==> config.mk <==
export PLATFORM = sky130hd
export DESIGN_NAME = ptc_tick_counter
export DESIGN_NICKNAME = d
export VERILOG_FILES = /design/src/ptc_pkg.sv /design/src/ptc_tick_counter.sv
export SDC_FILE = /design/constraint.sdc
export NUM_CORES = 1
export LEC_CHECK = 0
export ABC_AREA = 1
export BUFFER_PORTS_ARGS = -buffer_cell sky130_fd_sc_hd__buf_2
export CORE_UTILIZATION = 41
export CTS_BUF_LIST = sky130_fd_sc_hd__clkbuf_4
export DETAILED_ROUTE_END_ITERATION = 6
export PLACE_DENSITY = 0.63
export SLEW_MARGIN = 20
export SYNTH_ARGS = -nofsm -noshare
export SYNTH_HDL_FRONTEND = slang
export SYNTH_SLANG_ARGS = --single-unit
export TNS_END_PERCENT = 50
==> constraint.sdc <==
create_clock -name pclk -period 3 [get_ports pclk]
set_input_delay 0.45 -clock pclk [delete_from_list [all_inputs] [get_ports pclk]]
set_output_delay 0.45 -clock pclk [all_outputs]
set_load 0.01 [all_outputs]
==> src/ptc_pkg.sv <==
// Constants, register map and divide table of the periodic tick counter.
// Assumes a 32-bit APB master on pclk; no other surroundings.
`default_nettype none

package ptc_pkg;

  // ----------------------------------------------------------------
  // Register map
  // ----------------------------------------------------------------
  localparam logic [11:0] PTC_CTRL_OFFSET    = 12'h000;
  localparam logic [11:0] PTC_COUNT_OFFSET   = 12'h004;
  localparam logic [11:0] PTC_COMPARE_OFFSET = 12'h008;

  // ----------------------------------------------------------------
  // Control register fields
  // ----------------------------------------------------------------
  localparam int PTC_FLAG_BIT   = 7;
  localparam int PTC_CLKSEL_LSB = 5;
  localparam int PTC_IE_BIT     = 4;
  localparam int PTC_PS_LSB     = 0;

  // ----------------------------------------------------------------
  // Reset values
  // ----------------------------------------------------------------
  localparam logic [7:0]  PTC_COMPARE_RST = 8'h00;
  localparam logic [7:0]  PTC_COUNT_RST   = 8'h00;
  localparam logic [1:0]  PTC_CLKSEL_RST  = 2'h0;
  localparam logic [3:0]  PTC_PS_RST      = 4'h0;
  localparam logic [17:0] PTC_PRESC_RST   = 18'h00000;

  // ----------------------------------------------------------------
  // Clock sources and divide ratios in source cycles
  // ----------------------------------------------------------------
  typedef enum logic [1:0] {
    PTC_SRC_LPO = 2'b00,
    PTC_SRC_EXT = 2'b01,
    PTC_SRC_INT = 2'b10
  } ptc_src_t;

  localparam logic [17:0] PTC_DIV_LO [16] = '{
    18'h00001, 18'h00008, 18'h00020, 18'h00040, 18'h00080, 18'h00100, 18'h00200, 18'h00400,
    18'h00001, 18'h00002, 18'h00004, 18'h0000A, 18'h00010, 18'h00064, 18'h001F4, 18'h003E8};
  localparam logic [17:0] PTC_DIV_HI [16] = '{
    18'h00001, 18'h00400, 18'h00800, 18'h01000, 18'h02000, 18'h04000, 18'h08000, 18'h10000,
    18'h003E8, 18'h007D0, 18'h01388, 18'h02710, 18'h04E20, 18'h0C350, 18'h186A0, 18'h30D40};

endpackage : ptc_pkg

`default_nettype wire

==> src/ptc_tick_counter.sv <==
// Periodic tick counter: APB register slave, source select, prescaler, 8-bit modulo counter.
// Assumes source clocks are slower than pclk/2 and asynchronous to it.
//
// Functional notes
// - Count equal compare: wrap to zero, set flag
// - Compare zero flags every prescaler output edge
// - Compare write clears prescaler and counter
// - Reset loads compare value with zero
// - Reset: counter zero, prescaler off, LOW_POWER_OSC_CLOCK selected
// - Select zero stops prescaler; nonzero runs it
// - Software picks one of three sources
// - Changed source select clears prescaler, counter
// - Changed prescale select clears prescaler, counter
// - Ratio from prescale select and source bit0
// - Count per prescaler period, wrap, continue
// - Flag sets on compare-to-zero transition
// - Enabled flag requests an interrupt
// - Writing one clears flag; zero ignored
// - Eight-bit counter with eight-bit compare
// - Source codes: 00 LOW_POWER_OSC_CLOCK, 01 external, 1x internal
// - Table of ratios with source bit0 clear
// - Table of ratios with source bit0 set
// - Count readable, count writes ignored
//
// Local design decisions: the APB register port and the placing of the registers.
`default_nettype none

module ptc_tick_counter (
  input  wire logic        pclk,
  input  wire logic        presetn,
  input  wire logic        psel,
  input  wire logic        penable,
  input  wire logic        pwrite,
  input  wire logic [11:0] paddr,
  input  wire logic [31:0] pwdata,
  input  wire logic [3:0]  pstrb,
  output logic             pready,
  output logic      [31:0] prdata,
  output logic             pslverr,
  input  wire logic        low_power_osc_clock,
  input  wire logic        external_ref_clock,
  input  wire logic        internal_ref_clock,
  output logic             tick_irq
);
  import ptc_pkg::*;

  // ----------------------------------------------------------------
  // State
  // ----------------------------------------------------------------
  typedef struct packed {
    logic [2:0]  sync1;
    logic [2:0]  sync2;
    logic [2:0]  src_prev;
    logic [17:0] presc;
    logic [7:0]  tick_count;
    logic [7:0]  tick_compare_value;
    logic        tick_flag;
    logic        tick_irq_enable;
    logic [1:0]  tick_clock_select;
    logic [3:0]  prescale_select;
    logic [31:0] rdata;
    logic        slverr;
  } ptc_state_t;

  ptc_state_t state;
  ptc_state_t next_state;

  // ----------------------------------------------------------------
  // Helpers
  // ----------------------------------------------------------------
  function automatic logic [17:0] ptc_ratio(input logic [3:0] ps, input logic cs0);
    logic [17:0] r;
    r = 18'h00001;
    if (cs0)
    begin
      r = PTC_DIV_HI[ps];
    end
    else
    begin
      r = PTC_DIV_LO[ps];
    end
    return r;
  endfunction : ptc_ratio

  function automatic logic ptc_pick(input logic [2:0] v, input logic [1:0] sel);
    logic b;
    b = 1'b0;
    if (sel[1])
    begin
      b = v[2];
    end
    else if (sel[0])
    begin
      b = v[1];
    end
    else
    begin
      b = v[0];
    end
    return b;
  endfunction : ptc_pick

  function automatic logic [7:0] ptc_ctrl_byte(input ptc_state_t s);
    logic [7:0] b;
    b = 8'h00;
    b[PTC_FLAG_BIT] = s.tick_flag;
    b[PTC_CLKSEL_LSB +: 2] = s.tick_clock_select;
    b[PTC_IE_BIT] = s.tick_irq_enable;
    b[PTC_PS_LSB +: 4] = s.prescale_select;
    return b;
  endfunction : ptc_ctrl_byte

  // ----------------------------------------------------------------
  // Decode
  // ----------------------------------------------------------------
  logic        setup_phase;
  logic        wr_access;
  logic        hit_ctrl;
  logic        hit_count;
  logic        hit_compare;
  logic        mapped;
  logic        wr_ctrl;
  logic        wr_compare;
  logic [7:0]  wbyte;
  logic [17:0] ratio;
  logic        src_edge;
  logic        presc_out;
  logic        restart;
  logic        match;

  always_comb
  begin
    hit_ctrl    = 1'b0;
    hit_count   = 1'b0;
    hit_compare = 1'b0;
    if (paddr == PTC_CTRL_OFFSET)
    begin
      hit_ctrl = 1'b1;
    end
    else if (paddr == PTC_COUNT_OFFSET)
    begin
      hit_count = 1'b1;
    end
    else if (paddr == PTC_COMPARE_OFFSET)
    begin
      hit_compare = 1'b1;
    end
  end

  assign mapped      = hit_ctrl | hit_count | hit_compare;
  assign setup_phase = psel & ~penable;
  assign wr_access   = psel & penable & pwrite & mapped;
  // Only byte lane 0 carries register bits
  assign wr_ctrl     = wr_access & hit_ctrl & pstrb[0];
  assign wr_compare  = wr_access & hit_compare & pstrb[0];
  assign wbyte       = pwdata[7:0];

  // ----------------------------------------------------------------
  // Prescaler and counter
  // ----------------------------------------------------------------
  assign ratio     = ptc_ratio(state.prescale_select, state.tick_clock_select[0]);
  // Edge detect works on the second sync stage only
  assign src_edge  = ptc_pick(state.sync2 & ~state.src_prev, state.tick_clock_select);
  assign presc_out = (state.prescale_select != PTC_PS_RST) & src_edge
                     & (state.presc == ratio - 18'h00001);
  assign match     = state.tick_count == state.tick_compare_value;
  assign restart   = wr_compare
                     | (wr_ctrl & (wbyte[PTC_CLKSEL_LSB +: 2] != state.tick_clock_select))
                     | (wr_ctrl & (wbyte[PTC_PS_LSB +: 4] != state.prescale_select));

  always_comb
  begin
    next_state = state;
    next_state.sync1    = {internal_ref_clock, external_ref_clock, low_power_osc_clock};
    next_state.sync2    = state.sync1;
    next_state.src_prev = state.sync2;

    // Prescaler advances on source rising edges while running
    if (state.prescale_select == PTC_PS_RST)
    begin
      next_state.presc = PTC_PRESC_RST;
    end
    else if (src_edge)
    begin
      if (presc_out)
      begin
        next_state.presc = PTC_PRESC_RST;
      end
      else
      begin
        next_state.presc = state.presc + 18'h00001;
      end
    end

    if (presc_out)
    begin
      if (match)
      begin
        next_state.tick_count = PTC_COUNT_RST;
        next_state.tick_flag  = 1'b1;
      end
      else
      begin
        next_state.tick_count = state.tick_count + 8'h01;
      end
    end

    // ----------------------------------------------------------------
    // Register writes; count register takes none
    // ----------------------------------------------------------------
    if (wr_ctrl)
    begin
      next_state.tick_clock_select = wbyte[PTC_CLKSEL_LSB +: 2];
      next_state.tick_irq_enable   = wbyte[PTC_IE_BIT];
      next_state.prescale_select   = wbyte[PTC_PS_LSB +: 4];
      // A new tick in the same cycle wins over the clear
      if (wbyte[PTC_FLAG_BIT] & ~(presc_out & match))
      begin
        next_state.tick_flag = 1'b0;
      end
    end
    if (wr_compare)
    begin
      next_state.tick_compare_value = wbyte;
    end

    // Restart beats any count step of the same cycle
    if (restart)
    begin
      next_state.presc      = PTC_PRESC_RST;
      next_state.tick_count = PTC_COUNT_RST;
    end

    // ----------------------------------------------------------------
    // Read data captured in setup so it is stable in access
    // ----------------------------------------------------------------
    if (setup_phase)
    begin
      next_state.rdata  = 32'h00000000;
      next_state.slverr = ~mapped;
      if (hit_ctrl)
      begin
        next_state.rdata[7:0] = ptc_ctrl_byte(state);
      end
      else if (hit_count)
      begin
        next_state.rdata[7:0] = state.tick_count;
      end
      else if (hit_compare)
      begin
        next_state.rdata[7:0] = state.tick_compare_value;
      end
    end
  end

  // ----------------------------------------------------------------
  // Registers
  // ----------------------------------------------------------------
  always_ff @(posedge pclk or negedge presetn)
  begin
    if (!presetn)
    begin
      state.sync1              <= 3'h0;
      state.sync2              <= 3'h0;
      state.src_prev           <= 3'h0;
      state.presc              <= PTC_PRESC_RST;
      state.tick_count         <= PTC_COUNT_RST;
      state.tick_compare_value <= PTC_COMPARE_RST;
      state.tick_flag          <= 1'b0;
      state.tick_irq_enable    <= 1'b0;
      state.tick_clock_select  <= PTC_CLKSEL_RST;
      state.prescale_select    <= PTC_PS_RST;
      state.rdata              <= 32'h00000000;
      state.slverr             <= 1'b0;
    end
    else
    begin
      state <= next_state;
    end
  end

  // ----------------------------------------------------------------
  // Outputs
  // ----------------------------------------------------------------
  // Zero wait states: every access ends in its first access cycle
  assign pready   = 1'b1;
  assign prdata   = state.rdata;
  assign pslverr  = state.slverr & psel & penable;
  assign tick_irq = state.tick_flag & state.tick_irq_enable;

endmodule : ptc_tick_counter

`default_nettype wire

* Word level (Yosys, flattened, before mapping)
Memories as Yosys holds them, arrays and structs flattened. Index checks and enable logic that the tools add are counted.
Cells by class: $add $sub $neg 3, magnitude comparators 1, equality and inequality tests 6, muxes and demuxes 26, bitwise gates (word level) 27, reduce and logical (&&, ||, !) cells 5
Operators by type and width (count):
- 18-bit 2-to-1 mux | 8
- 8-bit 2-to-1 mux | 6
- 26-bit 2-to-1 mux | 1
- 18-bit by 1-bit adder with 18-bit output (second input constant) | 1
- 18-bit equality test | 1
- 18-bit by 1-bit subtractor with 18-bit output (second input constant) | 1
- 1-bit AND | 17
- 12-bit by 3-bit equality test with 1-bit output (second input constant) | 1
- 12-bit by 4-bit equality test with 1-bit output (second input constant) | 1
- 12-bit logical NOT | 1
- 1-bit 2-to-1 mux | 11
- 8-bit by 1-bit adder with 8-bit output (second input constant) | 1
- 8-bit equality test | 1
- 5-bit >= comparator (second input constant) | 1
- 4-bit inverter with 5-bit output | 1
- 4-bit logical NOT | 1
- 4-bit inequality test | 1
- 1-bit OR | 4
- 4-bit nonzero test | 1
- 3-bit AND | 1
- 1-bit inverter | 3
- 3-bit inverter | 1
- 3-bit nonzero test | 1
- 2-bit inequality test | 1
- 2-bit nonzero test | 1
Word-level totals: bits in registers 60, ROM bits 576, input bits 56, output and inout port bits 35, word-level logic and storage cells 82, memories 2
Memories:
- (name not given) | words 16, bits a word 18, read ports 1, clocked after Yosys merged registers in 0, write ports 0, RTL line ptc_tick_counter.sv:80 | r = PTC_DIV_LO[ps];
- (name not given) | words 16, bits a word 18, read ports 1, clocked after Yosys merged registers in 0, write ports 0, RTL line ptc_tick_counter.sv:76 | r = PTC_DIV_HI[ps];

* Longest topological paths before layout
Gate-level depths: netlist of the first run.
depth after elaboration 13, mapped depth 21, mapped depth without buffers 21

* Worst setup path before layout of the first run
Ideal clock, no wire load.
path kind register to register, start point register state[33] (netlist name), end point register state[58] (netlist name), setup time 0.119 ns, arrival 2.508 ns, required time 2.881 ns, slack 0.373 ns, cell stages (with the launch flop) 19, buffers on the path 1, period minus slack after synthesis 2.627 ns, cells stage by stage dfrtp_1 inv_1 ha_1 or2_2 nand3_1 nand2_1 nor2_2 nand2_2 nor2_1 nand2_1 nand2_1 nand2_1 nor2_1 nand2_1 nor2_4 nand2_4 buf_6 nand4_1 nand2_1
On the way: word-level cells in the longest chain between the ends 12, elaborated cells on any way between the ends 22, those cells by class add/sub (1); eq/ne (2); mux (9); bitwise (5); reduce/logical (3); memory (2)
Ends and longest elaborated chain:
- from (decl) | RTL line ptc_tick_counter.sv:65 | ptc_state_t state;
- from (signal assigned) | RTL line ptc_tick_counter.sv:278 | state <= next_state;
- 4-bit inverter with 5-bit output (implied by the code) | RTL line ptc_tick_counter.sv:76, ptc_tick_counter.sv:80
- memory 16 x 18 bit, on equally long branches
- 18-bit 2-to-1 mux, on equally long branches (2 in a row) | RTL line ptc_tick_counter.sv:80, ptc_tick_counter.sv:76
- 18-bit 2-to-1 mux | RTL line ptc_tick_counter.sv:74 | if (cs0)
- 18-bit by 1-bit subtractor with 18-bit output | RTL line ptc_tick_counter.sv:165 | & (state.presc == ratio - 18'h00001);
- 18-bit equality test | RTL line ptc_tick_counter.sv:165
- 1-bit AND | RTL line ptc_tick_counter.sv:165
- 18-bit 2-to-1 mux | RTL line ptc_tick_counter.sv:185 | if (presc_out)
- 18-bit 2-to-1 mux | RTL line ptc_tick_counter.sv:183 | else if (src_edge)
- 18-bit 2-to-1 mux | RTL line ptc_tick_counter.sv:179 | if (state.prescale_select == PTC_PS_RST)
- 26-bit 2-to-1 mux | RTL line ptc_tick_counter.sv:228 | if (restart)
Several ways; a longest one is shown, not always the timed one. The select of a mux whose other input is x is not followed. A chain may end at the register's enable or synchronous reset.

* Final worst setup path of the first run
start point register state[34] (netlist name), end point register state[52] (netlist name)
On the way: word-level cells in the longest chain between the ends 9, elaborated cells on any way between the ends 18, those cells by class add/sub (1); eq/ne (2); mux (6); bitwise (5); reduce/logical (2); memory (2)
Ends and longest elaborated chain (RTL line):
- 4-bit inverter with 5-bit output (implied by the code) | ptc_tick_counter.sv:76, ptc_tick_counter.sv:80
- memory 16 x 18 bit, on equally long branches
- 18-bit 2-to-1 mux, on equally long branches (2 in a row) | ptc_tick_counter.sv:80, ptc_tick_counter.sv:76
- 18-bit 2-to-1 mux | ptc_tick_counter.sv:74
- 18-bit by 1-bit subtractor with 18-bit output | ptc_tick_counter.sv:165
- 18-bit equality test | ptc_tick_counter.sv:165
- 1-bit AND | ptc_tick_counter.sv:165
- 2-bit nonzero test (no source line)
Several ways; a longest one is shown, not always the timed one. The select of a mux whose other input is x is not followed.

==> metrics.yaml, run 1 <==
synth.top_cells.by_area: "sky130_fd_sc_hd__dfrtp_1, sky130_fd_sc_hd__nand2_1, sky130_fd_sc_hd__nand3_1"
path_buf_inv: 2
finalWeightedCongestion: 0.933
cts_root_buffer: "sky130_fd_sc_hd__clkbuf_4"
placed_instance_area_um2: 5280
final.period_utilization: 0.928
postSynthCellCount: 754
total_of_warnings_raised_by_yosys: 0
worst_ir_drop_vdd_uv: 272
postSynth.asyncResetShare: 1.00
run_status: "complete, no violations"
synth.yosys.seq_area_share: 0.299
cp_cell_sequence: "inv_1, ha_2, or2_2, nand3_1, nand2_2, nor2_4, nand2_2, nor2_4, nand2_1, a21oi_1, nand2_1, nor2_4, nand2_8, nand2_1, inv_2, nand2_1, nand2_1"
timing.max_slew.rel_slack: 0.430
timing.critical_path.fanout_max: 14
cts.sink_count: 60
num_ports: 91
num-nets-final: 867
hold_path.class: "in -> reg"
cp-start-kind: "flip-flop"
setup_ws_ns: 0.215
hold_viol: 0
final_setup_viols: 0
placement.setup.worst_slack_ns: 0.111
chipHeight_um: 113
worst_skew_pair.late_latency_ns: 0.42
critical-path-max-stage-delay_ns: 0.42
avgRoutedWirePerCell_um: 13.0
clock.fmax_mhz: 359
level_count_of_the_clock_h_tree: 3
std_cell_rows: 40
grt_max_degree: 31
setup_tns_ns: 0
power_per_cell_area_nw_per_um2: 329
critPathSlowestCell: "sky130_fd_sc_hd__dfrtp_2"
yosys.cell_count.top_type: "sky130_fd_sc_hd__nand2_1"
floorplan.die_area_um2: 12700
final-max-slew-violation-count: 0
fin_worst_skew_ns: 0.0132
die_width_um: 113
finish.instance_area_um2: 5550
drc: 0
drv_cap: 0
io_buffers: 38
period_minus_slack_ns: 2.79
ys_seq_elements: 60
required_ns: 3.32
ys_dominant_reg_cell: "sky130_fd_sc_hd__dfrtp_1"
cts_inserted_buffers: 9
number_of_inserted_diodes: 0
cts_max_path_buffers: 2
synth_enable_flop_cells: 0
route.detailed.vias_per_inst: 4.90
dr_total_vias: 4676
core_area_um2: 12000
route.antenna.remaining_nets: 0
first_pass_grt_wire_length_mm: 21.1
synthesis.area_um2: 5010
timing.critical_path.max_delay_family: "simple AND/OR/NAND/NOR gates"
critPathKind: "reg -> reg"
detailedRoute.firstPassIterationCount: 5
synth.cells.most_frequent: "sky130_fd_sc_hd__nand2_1, sky130_fd_sc_hd__inv_1, sky130_fd_sc_hd__nand3_1, sky130_fd_sc_hd__nor2_1, sky130_fd_sc_hd__dfrtp_1"
grt.total_usage: 0.211
synth_top_cell_area_share: 0.299
timing.critical_path.to_type: "flip-flop"
worst_path_most_repeated_cell: "sky130_fd_sc_hd__nand2_1"
timing_worst_slew_pin_value_ns: 0.855
grt_overflow: 0
totalPowerFinal_uw: 1820
dr.first_iter.drc_count: 286
clock_slew_seen_by_the_registers_of_the_worst_setup_and_hold_paths_ns: 0.11
dpl_hpwl_mm: 9.71
grt_antenna_before_repair: 0
cellLeakagePower_uw: 0.00290
synthDominantAreaCellType: "sky130_fd_sc_hd__dfrtp_1"
cts_tree: "yes"
initial_core_util: 0.419
post_synth_num_cell_types: 48
r2r_setup_slack_ns: 0.21
drive_gt1_frac: 0.171
finalWirelength_mm: 12.4
via_count_of_the_first_global_routing_pass: 4449
synth.avg_cell_area_um2: 6.65
area_growth_syn_to_layout_pct: 10.6
worstPathArrival_ns: 3.11
[registers in the layout (all words and copies together) (netlist names)]
signal,cells
prdata,8
next_state,6
state,46
[power breakdown]
| part | switching (µW) | internal (µW) | total, µW |
|---|---|---|---|
| Combinational | 117 | 75.5 | 193 |
| Sequential | 36.1 | 839 | 875 |
| Clock | 322 | 433 | 755 |
| Total | 475 | 1350 | 1820 |
[through the flow]
| stage | utilization | hold WS [ns] | cells |
|---|---|---|---|
| 3_5_place_dp | 0.442 | 0.305 | 936 |
| 4_1_cts | 0.458 | 0.0850 | 953 |
| 6_report | 0.464 | 0.120 | 954 |
| 3_3_place_gp | 0.442 | 0.303 | 936 |
| 2_1_floorplan | - | 0.154 | 777 |
| 5_1_grt | 0.464 | 0.0987 | 954 |
[cell type report]
type | count | area (µm²)
sequential | 60 | 1500
multi-input combinational | 578 | 2950
clock buffer | 10 | 75.1
timing repair buffer | 62 | 373
tap | 147 | 184
inverter | 91 | 344
fill | 1237 | 6410
clock inverter | 6 | 113
[worst paths after layout]
check,from,end,cells past startpoint
worst max-delay path,state[34]$_DFFE_PN0P_,state[52]$_DFFE_PN0P_,17
worst min register to register,next_state[79]$_DFF_PN0_,next_state[76]$_DFF_PN0_,0
worst min-delay path,internal_ref_clock,next_state[80]$_DFF_PN0_,1
min in group asynchronous,presetn,prdata[6]$_DFFE_PN0P_,2
max in group asynchronous,presetn,next_state[75]$_DFF_PN0_,3
worst max register to register,state[34]$_DFFE_PN0P_,state[52]$_DFFE_PN0P_,17
[logic make-up after synthesis]
family                   synth area share
AO/OA/AOI/OAI                      0.0714
XOR/XNOR                           0.0542
adder cells (fa/ha/maj)            0.0225
buffers and inverters               0.140
flip-flops                          0.299
multiplexers                      0.00449
other                             0.00150
AND/OR/NAND/NOR                     0.407
[worst reg2reg max path, stage by stage (launching register included)]
cell and delay [ns]:
sky130_fd_sc_hd__dfrtp_2 0.42, sky130_fd_sc_hd__inv_1 0.07, sky130_fd_sc_hd__ha_2 0.20, sky130_fd_sc_hd__or2_2 0.31
sky130_fd_sc_hd__nand3_1 0.12, sky130_fd_sc_hd__nand2_2 0.12, sky130_fd_sc_hd__nor2_4 0.15, sky130_fd_sc_hd__nand2_2 0.11
sky130_fd_sc_hd__nor2_4 0.18, sky130_fd_sc_hd__nand2_1 0.09, sky130_fd_sc_hd__a21oi_1 0.20, sky130_fd_sc_hd__nand2_1 0.12
sky130_fd_sc_hd__nor2_4 0.18, sky130_fd_sc_hd__nand2_8 0.14, sky130_fd_sc_hd__nand2_1 0.12, sky130_fd_sc_hd__inv_2 0.06
sky130_fd_sc_hd__nand2_1 0.05, sky130_fd_sc_hd__nand2_1 0.05
[what timing repair did]
| action | in CTS | in global routing |
|---|---|---|
| hold endpoints to repair | 7 | 0 |
| endpoints found under the setup margin | 0 | 26 |
| hold buffers | 1 | 0 |
| resized for setup | 0 | 18 |
| setup buffers | 0 | 1 |
[placed cells by master, fill, tap and decap left out, types with 10 or more instances in the layout]
cell,Yosys,layout
sky130_fd_sc_hd__xor2_1,25,25
sky130_fd_sc_hd__clkbuf_4,0,10
sky130_fd_sc_hd__o21ai_0,22,22
sky130_fd_sc_hd__nor2_1,68,65
sky130_fd_sc_hd__nor3_1,10,10
sky130_fd_sc_hd__nand3_1,68,67
sky130_fd_sc_hd__conb_1,2,25
sky130_fd_sc_hd__inv_1,83,82
sky130_fd_sc_hd__dfrtp_1,60,58
sky130_fd_sc_hd__buf_4,36,23
sky130_fd_sc_hd__nand2_1,243,240
sky130_fd_sc_hd__nand4_1,18,18
sky130_fd_sc_hd__buf_2,2,38
sky130_fd_sc_hd__nor2_2,9,10
sky130_fd_sc_hd__nand2_2,11,14
[per-layer routing]
metal	GRT usage	vias to the layer above	routed length [µm]
met3	0.0383	26	452
met1	0.277	2111	6020
met4	0.0853	0	308
met5	0	-	0
met2	0.341	102	5650
li1	-	2437	-
No activity file was read; power rests on OpenSTA's default activity.
==> inputs of run 2 (changes only) <==
--- a/config.mk
+++ b/config.mk
@@ -11,6 +11,7 @@
 export CTS_BUF_LIST = sky130_fd_sc_hd__clkbuf_4
 export DETAILED_ROUTE_END_ITERATION = 6
 export PLACE_DENSITY = 0.63
+export RECOVER_POWER = 100
 export SLEW_MARGIN = 20
 export SYNTH_ARGS = -nofsm -noshare
 export SYNTH_HDL_FRONTEND = slang
==> metrics.yaml, run 2 (synthesis gave the netlist of run 1 again) <==
grt_antenna_before_repair: 0  # unchanged
worstHoldStart: "internal_ref_clock"
hold_path.class: "in -> reg"
clock_slew_seen_by_the_registers_of_the_worst_setup_and_hold_paths_ns: 0.11  # about the same
finalWirelength_mm: 12.5  # +0.25%
timing.hold.ws_ns: 0.121  # +0.00104 ns
dr.first_iter.drc_count: 292  # +2.1%
r2r_start: "state[34]$_DFFE_PN0P_"
initial_core_util: 0.419  # unchanged
critPathKind: "reg -> reg"
die_width_um: 113  # unchanged
grt_util_met3: 0.0383  # unchanged
via_count_of_the_first_global_routing_pass: 4449  # unchanged
run_status: "finished, violations left"
filler_cell_count: 1250  # +1.1%
layout.cells.most_common: "sky130_fd_sc_hd__nand2_1"
grt.total_usage: 0.211  # unchanged
route.antenna.remaining_nets: 0  # unchanged
totalPowerFinal_uw: 1820  # -0.17%
first_pass_grt_wire_length_mm: 21.1  # unchanged
timing.critical_path.to_type: "flip-flop"
finalCoreUtilization: 0.461  # -0.00293
final_setup_viols: 0  # unchanged
power_per_cell_area_nw_per_um2: 330  # +0.46%
timing.critical_path.fanout_max: 14  # unchanged
worst_skew_pair.late_latency_ns: 0.42  # about the same
period_minus_slack_ns: 2.79  # +0.00162 ns
number_of_inserted_diodes: 0  # unchanged
io_buffers: 38  # unchanged
fin_worst_skew_ns: 0.0132  # +0.0000212 ns
cts_root_buffer: "sky130_fd_sc_hd__clkbuf_4"
final.period_utilization: 0.929  # about the same
chipHeight_um: 113  # unchanged
grt_max_degree: 31  # unchanged
r2r_setup_slack_ns: 0.21  # about the same
dr_total_vias: 4673  # -0.064%
cts_tree: "yes"
core_area_um2: 12000  # unchanged
dpl_hpwl_mm: 9.71  # unchanged
num-nets-final: 867  # unchanged
placement.setup.worst_slack_ns: 0.111  # unchanged
finalWeightedCongestion: 0.933  # unchanged
detailedRoute.firstPassIterationCount: 5  # unchanged
drive_gt1_frac: 0.149  # -0.0223
route.detailed.vias_per_inst: 4.90  # about the same
clock.fmax_mhz: 359  # about the same
level_count_of_the_clock_h_tree: 3  # unchanged
grt_overflow: 0  # unchanged
worstPathArrival_ns: 3.11  # about the same
cts_inserted_buffers: 9  # unchanged
worstSetupStartpoint: "state[34]$_DFFE_PN0P_"
groute.layer.met2.usage: 0.341  # unchanged
grt_max_usage_layer: "met2"
setup_ws_ns: 0.213  # -0.00162 ns
cellLeakagePower_uw: 0.00284  # -2.2%
std_cell_rows: 40  # unchanged
worst_ir_drop_vdd_uv: 273  # about the same
violations: "max-capacitance violations, max-slew violations"
hold_viol: 0  # unchanged
final-max-slew-violation-count: 31  # +31
cp-start-kind: "flip-flop"
required_ns: 3.32  # about the same
floorplan.die_area_um2: 12700  # unchanged
area_growth_syn_to_layout_pct: 9.93
top_register: "state"
drv_cap: 1  # +1
timing.max_slew.rel_slack: -0.0932  # -0.523
grt.met1_usage: 0.277  # unchanged
avgRoutedWirePerCell_um: 13.1  # +0.25%
cts.sink_count: 60  # unchanged
largest_register_ff_count: 46  # unchanged
cts_max_path_buffers: 2  # unchanged
timing_worst_slew_pin_value_ns: 1.64  # +0.785 ns
setup_tns_ns: 0  # unchanged
num_ports: 91  # unchanged
layout.cells.most_common_list: "sky130_fd_sc_hd__nand2_1, sky130_fd_sc_hd__inv_1, sky130_fd_sc_hd__nand3_1"
drc: 0  # unchanged
run 2: cell types whose count changed in the layout (fill, tap and decap cells not counted), sizes merged:
cell,change
clkbuf,+16
buf,-16
run 2: layer usage:
layer,part of all wire,wire length [µm]
met3,0.038,468
met2,0.45,5610
met5,0,0
met1,0.49,6060
met4,0.026,327
run 2: final cells by class:
cell class	instances	area, µm²	area share
multi-input combinational	578	2950	0.536
sequential	60	1500	0.273
clock inverter	6	113	0.0204
tap	147	184	0.0334
timing repair buffer	62	340	0.0617
clock buffer	10	75.1	0.0136
inverter	91	344	0.0624
run 2: power breakdown:
| group | internal [µW] | total, µW | switching [µW] |
|---|---|---|---|
| Clock | 433 | 753 | 321 |
| Combinational | 73.9 | 191 | 117 |
| Sequential | 839 | 875 | 35.9 |
run 2: through the flow:
step,instance area (µm²),instances
2_1_floorplan,5100,777
3_3_place_gp,5280,936
3_5_place_dp,5280,936
4_1_cts,5480,953
5_1_grt,5510,954
6_report,5510,954
run 2: final timing paths:
| check | end | cells after the start |
|---|---|---|
| setup / recovery | state[52]$_DFFE_PN0P_ | 17 |
| hold / removal | next_state[80]$_DFF_PN0_ | 1 |
| setup reg to reg | state[52]$_DFFE_PN0P_ | 17 |
| hold reg to reg | next_state[76]$_DFF_PN0_ | 0 |
| max in group asynchronous | next_state[75]$_DFF_PN0_ | 3 |
| min in group asynchronous | prdata[6]$_DFFE_PN0P_ | 2 |
run 2: what timing repair did:
| item | 4_1_cts | 5_1_grt |
|---|---|---|
| setup buffers | 0 | 1 |
| hold buffers | 1 | 0 |
| resized for setup | 0 | 18 |
| setup endpoints to repair | 0 | 26 |
| hold endpoints to repair | 7 | 0 |
run 2: critical path, stage by stage (launching register included):
cell and delay (ns):
sky130_fd_sc_hd__dfrtp_2 0.42, sky130_fd_sc_hd__inv_1 0.07, sky130_fd_sc_hd__ha_2 0.20, sky130_fd_sc_hd__or2_2 0.31, sky130_fd_sc_hd__nand3_1 0.12, sky130_fd_sc_hd__nand2_2 0.12
sky130_fd_sc_hd__nor2_4 0.15, sky130_fd_sc_hd__nand2_2 0.11, sky130_fd_sc_hd__nor2_4 0.18, sky130_fd_sc_hd__nand2_1 0.09, sky130_fd_sc_hd__a21oi_1 0.20, sky130_fd_sc_hd__nand2_1 0.12
sky130_fd_sc_hd__nor2_4 0.18, sky130_fd_sc_hd__nand2_8 0.14, sky130_fd_sc_hd__nand2_1 0.12, sky130_fd_sc_hd__inv_2 0.06, sky130_fd_sc_hd__nand2_1 0.05, sky130_fd_sc_hd__nand2_1 0.05
